### src/rtl/periph_flag_pkg.sv
package periph_flag_pkg;

    localparam int unsigned ADDR_W = 6;
    localparam int unsigned DATA_W = 32;

    // register byte addresses
    localparam logic [ADDR_W-1:0] OFS_FLAGS_ONE     = 6'h00;
    localparam logic [ADDR_W-1:0] OFS_FLAGS_TWO     = 6'h04;
    localparam logic [ADDR_W-1:0] OFS_IRQ_STATUS    = 6'h08;
    localparam logic [ADDR_W-1:0] OFS_IRQ_MASK      = 6'h0C;
    localparam logic [ADDR_W-1:0] OFS_CCP_MODE      = 6'h10;
    localparam logic [ADDR_W-1:0] OFS_COMPARE_VALUE = 6'h14;

    // bit positions in peripheral_flags_one
    localparam int unsigned BIT_TIMER_A_OVF   = 0;
    localparam int unsigned BIT_TIMER_B_MATCH = 1;
    localparam int unsigned BIT_CAPT_COMPARE  = 2;
    localparam int unsigned BIT_TX_EMPTY      = 4;
    localparam int unsigned BIT_RX_FULL       = 5;
    localparam int unsigned BIT_CONV_DONE     = 6;

    // bit positions in peripheral_flags_two
    localparam int unsigned BIT_VOLT_DETECT = 2;
    localparam int unsigned BIT_USB_REQUEST = 5;
    localparam int unsigned BIT_OSC_FAIL    = 7;

    // implemented bits, and the bits software may write
    localparam logic [7:0] FLAGS_ONE_IMPL = 8'h77;
    localparam logic [7:0] FLAGS_ONE_WR   = 8'h47;
    localparam logic [7:0] FLAGS_TWO_IMPL = 8'hA4;
    localparam logic [7:0] FLAGS_TWO_WR   = 8'hA4;

    // reset values
    localparam logic [7:0]  RST_FLAGS_ONE     = 8'h00;
    localparam logic [7:0]  RST_FLAGS_TWO     = 8'h00;
    localparam logic [15:0] RST_IRQ_STATUS    = 16'h0000;
    localparam logic [15:0] RST_IRQ_MASK      = 16'h0000;
    localparam logic [15:0] RST_COMPARE_VALUE = 16'h0000;

    // AXI responses
    localparam logic [1:0] RESP_OKAY   = 2'h0;
    localparam logic [1:0] RESP_SLVERR = 2'h2;

    // capture/compare unit mode, Gray ordered
    typedef enum logic [1:0] {
        CCP_CAPTURE = 2'h0,
        CCP_COMPARE = 2'h1,
        CCP_PWM     = 2'h3,
        CCP_OFF     = 2'h2
    } ccp_mode_e;

    localparam ccp_mode_e RST_CCP_MODE = CCP_OFF;

endpackage : periph_flag_pkg

### src/rtl/ccp_event.sv
`timescale 1ns/10ps
module ccp_event
    import periph_flag_pkg::*;
(
    input  wire logic        clk_in,
    input  wire logic        rst_in,
    input  wire ccp_mode_e   mode_in,
    input  wire logic [15:0] timer_a_count_in,
    input  wire logic [15:0] compare_value_in,
    input  wire logic        capture_edge_in,
    output logic             event_out
);

    typedef struct packed {
        logic match;
        logic event_hit;
    } ccp_state_s;

    ccp_state_s s_q;
    ccp_state_s s_d;
    logic       match_now;

    assign match_now = (timer_a_count_in == compare_value_in);

    always_comb begin
        s_d = s_q;
        s_d.match = match_now;
        s_d.event_hit = 1'b0;
        unique case (mode_in)
            CCP_CAPTURE: s_d.event_hit = capture_edge_in;
            // only entering the match fires, so a stalled timer sitting on
            // the compare value does not keep re-raising the flag
            CCP_COMPARE: s_d.event_hit = match_now && !s_q.match;
            CCP_PWM:     s_d.event_hit = 1'b0;
            CCP_OFF:     s_d.event_hit = 1'b0;
        endcase
    end

    always_ff @(posedge clk_in or posedge rst_in) begin
        if (rst_in) begin
            s_q <= '0;
        end else begin
            s_q <= s_d;
        end
    end

    assign event_out = s_q.event_hit;

endmodule : ccp_event

### src/rtl/peripheral_irq_flag_regs.sv
// Summary of operation
// - flags set regardless of any enable bit
// - flags split over two 8-bit registers
// - unimplemented bits read zero, ignore writes
// - conversion done sets sticky flag bit 6
// - bit 5 follows rx buffer full, read-only
// - bit 4 follows tx buffer empty, read-only
// - bit 2 latches capture or compare event
// - compare mode sets flag when timer reaches value
// - bit 1 latches timer b period match
// - bit 0 latches timer a overflow
// - flags two bit 2 set on voltage event
`timescale 1ns/10ps
module peripheral_irq_flag_regs
    import periph_flag_pkg::*;
(
    input  wire logic              clk_in,
    input  wire logic              rst_in,
    // AXI4-Lite slave
    input  wire logic              s_axi_awvalid_in,
    output logic                   s_axi_awready_out,
    input  wire logic [ADDR_W-1:0] s_axi_awaddr_in,
    input  wire logic [2:0]        s_axi_awprot_in,
    input  wire logic              s_axi_wvalid_in,
    output logic                   s_axi_wready_out,
    input  wire logic [31:0]       s_axi_wdata_in,
    input  wire logic [3:0]        s_axi_wstrb_in,
    output logic                   s_axi_bvalid_out,
    input  wire logic              s_axi_bready_in,
    output logic [1:0]             s_axi_bresp_out,
    input  wire logic              s_axi_arvalid_in,
    output logic                   s_axi_arready_out,
    input  wire logic [ADDR_W-1:0] s_axi_araddr_in,
    input  wire logic [2:0]        s_axi_arprot_in,
    output logic                   s_axi_rvalid_out,
    input  wire logic              s_axi_rready_in,
    output logic [31:0]            s_axi_rdata_out,
    output logic [1:0]             s_axi_rresp_out,
    // peripheral events, one-cycle pulses
    input  wire logic              conversion_done_in,
    input  wire logic              timer_b_period_match_in,
    input  wire logic              timer_a_overflow_in,
    input  wire logic              osc_fail_in,
    input  wire logic              usb_request_in,
    input  wire logic              voltage_detect_in,
    input  wire logic              capture_edge_in,
    // peripheral levels
    input  wire logic              serial_rx_full_in,
    input  wire logic              serial_tx_empty_in,
    input  wire logic [15:0]       timer_a_count_in,
    // to the core
    output logic [7:0]             peripheral_flags_one_out,
    output logic [7:0]             peripheral_flags_two_out,
    output logic                   irq_out
);

    typedef struct packed {
        logic [7:0]        flags_one;
        logic [7:0]        flags_two;
        logic [15:0]       irq_status;
        logic [15:0]       irq_mask;
        ccp_mode_e         ccp_mode;
        logic [15:0]       compare_value;
        logic              aw_got;
        logic [ADDR_W-1:0] aw_addr;
        logic              w_got;
        logic [31:0]       w_data;
        logic [3:0]        w_strb;
        logic              awready;
        logic              wready;
        logic              bvalid;
        logic [1:0]        bresp;
        logic              arready;
        logic              rvalid;
        logic [31:0]       rdata;
        logic [1:0]        rresp;
        logic              irq;
    } regs_state_s;

    localparam regs_state_s RST_STATE = '{
        flags_one:     RST_FLAGS_ONE,
        flags_two:     RST_FLAGS_TWO,
        irq_status:    RST_IRQ_STATUS,
        irq_mask:      RST_IRQ_MASK,
        ccp_mode:      RST_CCP_MODE,
        compare_value: RST_COMPARE_VALUE,
        aw_got:        1'b0,
        aw_addr:       '0,
        w_got:         1'b0,
        w_data:        32'h0000_0000,
        w_strb:        4'h0,
        awready:       1'b1,
        wready:        1'b1,
        bvalid:        1'b0,
        bresp:         RESP_OKAY,
        arready:       1'b1,
        rvalid:        1'b0,
        rdata:         32'h0000_0000,
        rresp:         RESP_OKAY,
        irq:           1'b0
    };

    regs_state_s s_q;
    regs_state_s s_d;
    logic        ccp_hit;

    // low bits of the address are ignored: every register is one word
    function automatic logic [ADDR_W-1:0] word_addr(
        input logic [ADDR_W-1:0] addr
    );
        return {addr[ADDR_W-1:2], 2'h0};
    endfunction : word_addr

    function automatic logic is_mapped(input logic [ADDR_W-1:0] addr);
        logic [ADDR_W-1:0] a;
        a = word_addr(addr);
        return (a == OFS_FLAGS_ONE) || (a == OFS_FLAGS_TWO) ||
               (a == OFS_IRQ_STATUS) || (a == OFS_IRQ_MASK) ||
               (a == OFS_CCP_MODE) || (a == OFS_COMPARE_VALUE);
    endfunction : is_mapped

    // unmapped offsets answer with an error instead of silently aliasing
    function automatic logic [1:0] bus_resp(input logic [ADDR_W-1:0] addr);
        return is_mapped(addr) ? RESP_OKAY : RESP_SLVERR;
    endfunction : bus_resp

    function automatic logic [31:0] read_word(
        input logic [ADDR_W-1:0] addr,
        input regs_state_s       s
    );
        logic [ADDR_W-1:0] a;
        logic [31:0]       w;
        a = word_addr(addr);
        w = 32'h0000_0000;
        unique case (a)
            OFS_FLAGS_ONE:     w[7:0] = s.flags_one & FLAGS_ONE_IMPL;
            OFS_FLAGS_TWO:     w[7:0] = s.flags_two & FLAGS_TWO_IMPL;
            OFS_IRQ_STATUS:    w[15:0] = s.irq_status;
            OFS_IRQ_MASK:      w[15:0] = s.irq_mask;
            OFS_CCP_MODE:      w[1:0] = s.ccp_mode;
            OFS_COMPARE_VALUE: w[15:0] = s.compare_value;
            default:           w = 32'h0000_0000;
        endcase
        return w;
    endfunction : read_word

    // byte lane mask from strobes, limited to the low two lanes
    // the upper lanes and the protection bits carry no meaning here
    function automatic logic [15:0] lane_mask(input logic [3:0] strb);
        return {{8{strb[1]}}, {8{strb[0]}}};
    endfunction : lane_mask

    function automatic logic [15:0] merge_lanes(
        input logic [15:0] old_word,
        input logic [15:0] wr_data,
        input logic [15:0] lanes
    );
        return (old_word & ~lanes) | (wr_data & lanes);
    endfunction : merge_lanes

    // software stores into the writable bits; a hardware set in the same
    // cycle wins over a software clear so no event is lost
    function automatic logic [7:0] merge_flags(
        input logic [7:0] old_flags,
        input logic [7:0] wr_data,
        input logic [7:0] wr_mask,
        input logic [7:0] set_mask,
        input logic [7:0] impl_mask
    );
        return ((old_flags & ~wr_mask) | (wr_data & wr_mask) | set_mask) &
               impl_mask;
    endfunction : merge_flags

    function automatic logic [7:0] rising(
        input logic [7:0] now_bits,
        input logic [7:0] was_bits
    );
        return now_bits & ~was_bits;
    endfunction : rising

    ccp_event u_ccp_event (
        .clk_in           (clk_in),
        .rst_in           (rst_in),
        .mode_in          (s_q.ccp_mode),
        .timer_a_count_in (timer_a_count_in),
        .compare_value_in (s_q.compare_value),
        .capture_edge_in  (capture_edge_in),
        .event_out        (ccp_hit)
    );

    always_comb begin
        logic              wr_fire;
        logic [ADDR_W-1:0] wa;
        logic [15:0]       lanes;
        logic [7:0]        set_one;
        logic [7:0]        set_two;
        logic [7:0]        wr_one;
        logic [7:0]        wr_two;
        logic [15:0]       events;
        logic [15:0]       w1c;
        logic              aw_take;
        logic              w_take;
        logic              b_take;
        logic              ar_take;
        logic              r_take;

        aw_take = s_q.awready && s_axi_awvalid_in;
        w_take  = s_q.wready && s_axi_wvalid_in;
        b_take  = s_q.bvalid && s_axi_bready_in;
        ar_take = s_q.arready && s_axi_arvalid_in;
        r_take  = s_q.rvalid && s_axi_rready_in;
        wr_fire = 1'b0;
        wa      = word_addr(s_q.aw_addr);
        lanes   = lane_mask(s_q.w_strb);
        set_one = 8'h00;
        set_two = 8'h00;
        wr_one  = 8'h00;
        wr_two  = 8'h00;
        events  = 16'h0000;
        w1c     = 16'h0000;
        s_d     = s_q;

        // write channels are taken independently, in either order
        if (aw_take) begin
            s_d.aw_got  = 1'b1;
            s_d.aw_addr = s_axi_awaddr_in;
        end
        if (w_take) begin
            s_d.w_got  = 1'b1;
            s_d.w_data = s_axi_wdata_in;
            s_d.w_strb = s_axi_wstrb_in;
        end
        if (b_take) begin
            s_d.bvalid = 1'b0;
        end
        if (s_q.aw_got && s_q.w_got && !s_q.bvalid) begin
            wr_fire    = 1'b1;
            s_d.aw_got = 1'b0;
            s_d.w_got  = 1'b0;
            s_d.bvalid = 1'b1;
            s_d.bresp  = bus_resp(s_q.aw_addr);
        end

        // hardware set conditions, blind to any enable
        set_one[BIT_CONV_DONE]     = conversion_done_in;
        set_one[BIT_CAPT_COMPARE]  = ccp_hit;
        set_one[BIT_TIMER_B_MATCH] = timer_b_period_match_in;
        set_one[BIT_TIMER_A_OVF]   = timer_a_overflow_in;
        set_two[BIT_VOLT_DETECT]   = voltage_detect_in;
        set_two[BIT_USB_REQUEST]   = usb_request_in;
        set_two[BIT_OSC_FAIL]      = osc_fail_in;

        if (wr_fire && s_q.w_strb[0]) begin
            if (wa == OFS_FLAGS_ONE) begin
                wr_one = FLAGS_ONE_WR;
            end
            if (wa == OFS_FLAGS_TWO) begin
                wr_two = FLAGS_TWO_WR;
            end
        end

        s_d.flags_one = merge_flags(s_q.flags_one, s_q.w_data[7:0], wr_one,
                                    set_one, FLAGS_ONE_IMPL);
        s_d.flags_two = merge_flags(s_q.flags_two, s_q.w_data[7:0], wr_two,
                                    set_two, FLAGS_TWO_IMPL);

        // serial flags mirror the buffer state; the serial unit drops
        // the level when its buffer is read or written
        s_d.flags_one[BIT_RX_FULL]  = serial_rx_full_in;
        s_d.flags_one[BIT_TX_EMPTY] = serial_tx_empty_in;

        // status records rising flags, layout {flags_two, flags_one}
        events = {rising(s_d.flags_two, s_q.flags_two),
                  rising(s_d.flags_one, s_q.flags_one)} |
                 {set_two, set_one};

        if (wr_fire) begin
            unique case (wa)
                OFS_IRQ_STATUS: begin
                    w1c = s_q.w_data[15:0] & lanes;
                end
                OFS_IRQ_MASK: begin
                    s_d.irq_mask = merge_lanes(s_q.irq_mask,
                                               s_q.w_data[15:0], lanes);
                end
                OFS_CCP_MODE: begin
                    if (s_q.w_strb[0]) begin
                        s_d.ccp_mode = ccp_mode_e'(s_q.w_data[1:0]);
                    end
                end
                OFS_COMPARE_VALUE: begin
                    s_d.compare_value = merge_lanes(s_q.compare_value,
                                                    s_q.w_data[15:0],
                                                    lanes);
                end
                default: begin
                    w1c = 16'h0000;
                end
            endcase
        end

        s_d.irq_status = (s_q.irq_status & ~w1c) | events;
        s_d.irq        = |(s_d.irq_status & s_d.irq_mask);

        // read channel: one outstanding read, answered the next cycle
        if (r_take) begin
            s_d.rvalid = 1'b0;
        end
        if (ar_take) begin
            s_d.rvalid = 1'b1;
            s_d.rdata  = read_word(s_axi_araddr_in, s_q);
            s_d.rresp  = bus_resp(s_axi_araddr_in);
        end

        // readies from the next state keep every output a flop
        // a write stalls both channels until its response is taken,
        // so at most one write is ever in flight
        s_d.awready = !s_d.aw_got && !s_d.bvalid;
        s_d.wready  = !s_d.w_got && !s_d.bvalid;
        s_d.arready = !s_d.rvalid;
    end

    always_ff @(posedge clk_in or posedge rst_in) begin
        if (rst_in) begin
            s_q <= RST_STATE;
        end else begin
            s_q <= s_d;
        end
    end

    assign s_axi_awready_out        = s_q.awready;
    assign s_axi_wready_out         = s_q.wready;
    assign s_axi_bvalid_out         = s_q.bvalid;
    assign s_axi_bresp_out          = s_q.bresp;
    assign s_axi_arready_out        = s_q.arready;
    assign s_axi_rvalid_out         = s_q.rvalid;
    assign s_axi_rdata_out          = s_q.rdata;
    assign s_axi_rresp_out          = s_q.rresp;
    assign peripheral_flags_one_out = s_q.flags_one;
    assign peripheral_flags_two_out = s_q.flags_two;
    assign irq_out                  = s_q.irq;

endmodule : peripheral_irq_flag_regs

### config.mk
export PLATFORM = sky130hd
export DESIGN_NAME = peripheral_irq_flag_regs
export DESIGN_NICKNAME = d
export VERILOG_FILES = /design/src/rtl/periph_flag_pkg.sv /design/src/rtl/ccp_event.sv /design/src/rtl/peripheral_irq_flag_regs.sv
export SDC_FILE = /design/constraint.sdc
export NUM_CORES = 1
export LEC_CHECK = 0
export ABC_CLOCK_PERIOD_IN_PS = 4900
export BUFFER_PORTS_ARGS = -buffer_cell sky130_fd_sc_hd__buf_4
export CAP_MARGIN = 20
export CELL_PAD_IN_SITES_DETAIL_PLACEMENT = 0
export CELL_PAD_IN_SITES_GLOBAL_PLACEMENT = 2
export CORE_UTILIZATION = 35
export DETAILED_ROUTE_END_ITERATION = 6
export PLACE_DENSITY = 0.86
export SLEW_MARGIN = 20
export SYNTH_ARGS = -nofsm -noshare
export SYNTH_HDL_FRONTEND = slang
export SYNTH_SLANG_ARGS = --single-unit
### constraint.sdc
create_clock -name clk_in -period 4.9 [get_ports clk_in]
set_input_delay 0.245 -clock clk_in [delete_from_list [all_inputs] [get_ports clk_in]]
set_output_delay 0.245 -clock clk_in [all_outputs]
set_load 0.005 [all_outputs]
==> flow_summary.ini <==
[clock_tree]
clock-root-buffer = clkbuf_16
htree_levels = 3
post_cts_resized = 0
cts_tree = built
cts_inserted_buffers = 9
clk-insertion-delay-late_ns = 0.36
ctsHoldBuffers = 2
cts.sinks = 109
clk_path_buf_depth = 2
clkTransAtPathRegs_ns = 0.08
cts_setup_buffers = 0

[yosys]
synth_flop_cell = dfrtp_1
synth_cells = 535
avgSynthCellArea_um2 = 10.4
ys_types = 55
ys_ff_latch = 109
synth_top_cell_by_area = dfrtp_1
ys_top_cells_by_area = dfrtp_1, mux2_2, buf_4, nand2_1, nor2_1
async_reset_ff_share_pct = 100
seq_area_frac_synth_pct = 49.2
netlist_area_um2 = 5560
yosysTopAreaCellShare_pct = 47.3
yosys_warnings = 0
synth-edff-count = 0

[critical_path]
r2r-end = irq_out$_DFF_PP0_
path_class = reg2reg
endpoint_kind = register
worst_ep_required_time_ns = 5.08
start_kind = register
path_max_fanout = 21
crit_start = s_q[81]$_DFFE_PP0P_
ff2ff_path_depth = 5
worstPathArrival_ns = 3.06
rr_startpoint = s_q[81]$_DFFE_PP0P_
reg2reg_slack_ns = 2.02

[die]
coreArea_um2 = 15400
boundaryPins = 144
initial_core_util_pct = 36.2
die-area_um2 = 16400
placementRows = 45
die_w_um = 128
die_h_um = 128

[global_routing]
antenna_found_initial = 0
grt_pass1_wl_mm = 21.8
grt_start_max_net_pins = 79
grt_use_total_pct = 17.7
grt_overflow = 0
grt_pass1_vias = 3973

[routing]
wl_per_cell_um = 17.5
vias = 4086
drt_iter0_drc = 220
wl_mm = 14.0
firstDrtPassIters = 5
drt-vias-per-instance = 5.09
drc = 0
drtAntennaViolNets = 0

[final_layout]
fin_util_pct = 42.0
antenna_cells = 0
fin_cells = 803
drive_above_1_share_pct = 28.4
nFillCells = 1494
syn_to_final_growth_pct = 16.2
final_nets = 673

[run]
drv_cap = 0

[sta]
hold_viol = 0
finalSetupViolCount = 0
rsz0062_at_grt = no
setup_tns_ns = 0
clock_skew_ns = 0.0103
finalCriticalPeriod_ns = 2.88
maxSlewHeadroom_pct = 24.7
tightest_slew_ns = 1.11
max_freq_mhz = 347
drv_slew = 0
final.period_utilization_pct = 58.9

[min_path]
hold_start = s_axi_wvalid_in
holdPathEnd = s_axi_wready_out$_DFF_PP1_
holdCritPathClass = in2reg
hold_depth = 2

[power_and_ir_drop]
ir_drop_mv = 0.213
p_leak_nw = 2.92
cellPowerDensity_nw_per_um2 = 497

[placed_design]
dp.cells = 783
place.gp.congestion = 0.827
place_hpwl_mm = 10.3
io_buffers = 90

[status]
outcome = complete, no violations
## cell usage after synthesis, types with 2 or more instances
master	instances
and4b_1	2
a221oi_1	12
a22o_1	3
mux2_2	49
nor4_1	2
mux2i_1	2
nor2b_1	2
dfstp_2	4
nand3_1	10
o311ai_1	2
o211ai_1	2
buf_4	52
o31ai_1	23
buf_6	3
a2111oi_1	2
o21ai_0	16
nand4_1	11
inv_1	22
nand4b_1	2
nand3b_1	3
buf_2	2
a22oi_1	7
nor3_1	3
a21oi_1	9
clkbuf_1	20
a211o_1	4
nand2b_1	3
a2111oi_0	2
and3_1	2
nand2_1	53
nor2_1	48
a21boi_0	12
dfrtp_1	105
a41oi_1	5
xnor2_1	16
## per-layer routing
metal | wire length, µm | global-route usage (%)
met2 | 6320 | 26.9
met5 | 0 | 0
met3 | 789 | 3.26
met4 | 223 | 6.23
met1 | 6710 | 25.2
## report_power, final
group	leakage (nW)	internal [W]	switching (W)
registers	1.32	0.00118	0.000335
logic	1.45	0.000452	0.000473
clock network	0.149	0.000415	0.000351
total	2.92	0.00205	0.00116
## stage by stage
stage / cell area (µm²) / worst slack, ns / total power [W] / hold slack, ns
2_1_floorplan: 5650 / 1.79 / 0.00213 / 0.276
3_3_place_gp: 6090 / 2.03 / 0.00242 / 0.368
3_5_place_dp: 6090 / 1.99 / 0.00246 / 0.368
4_1_cts: 6420 / 1.98 / 0.00322 / 0.0333
5_1_grt: 6460 / 1.86 / 0.00340 / 0.0393
6_report: 6460 / 2.02 / 0.00321 / 0.0405
## critical path, stage by stage, from the launching register on
cell and delay (ns):
dfrtp_1 0.64, or4b_4 0.77, o31ai_1 0.35, a22oi_1 0.16
a2111oi_1 0.57, nand4_1 0.21
## worst max-delay path by stage
stage | end | slack, ns | cells past startpoint
6_report | irq_out$_DFF_PP0_ | 2.02 | 5
5_1_grt | irq_out$_DFF_PP0_ | 1.86 | 5
4_1_cts | irq_out$_DFF_PP0_ | 1.98 | 5
3_5_place_dp | irq_out$_DFF_PP0_ | 1.99 | 5
3_3_place_gp | irq_out$_DFF_PP0_ | 2.03 | 5
2_1_floorplan | async pin | 1.79 | 1
## final cells by class
class	instances	area, µm²	area share [%]
multi-input cells	349	2320	36.0
flip-flops and latches	109	2730	42.3
well taps	211	264	4.09
clock inverters	6	68.8	1.07
repair buffers	95	741	11.5
clock buffers	10	239	3.70
inverters	23	88.8	1.38
## cells by family after synthesis
logic type      share of synthesized area [%]
simple gates                             12.8
flops                                    49.2
compound gates                           14.0
buf+inv                                  10.8
mux                                      10.7
xor+xnor                                 2.52
other cells                            0.0675
## cell usage in the layout (no fill, tap or decap), types with 10 or more instances in the layout
cell	netlist	routed
a21boi_0	12	12
a221oi_1	12	12
buf_4	52	91
conb_1	1	25
dfrtp_1	105	105
inv_1	22	21
mux2_2	49	49
nand2_1	53	53
nand3_1	10	10
nand4_1	11	11
nor2_1	48	48
o21ai_0	16	16
o31ai_1	23	23
xnor2_1	16	16
Power figures use the tool's default switching activity.
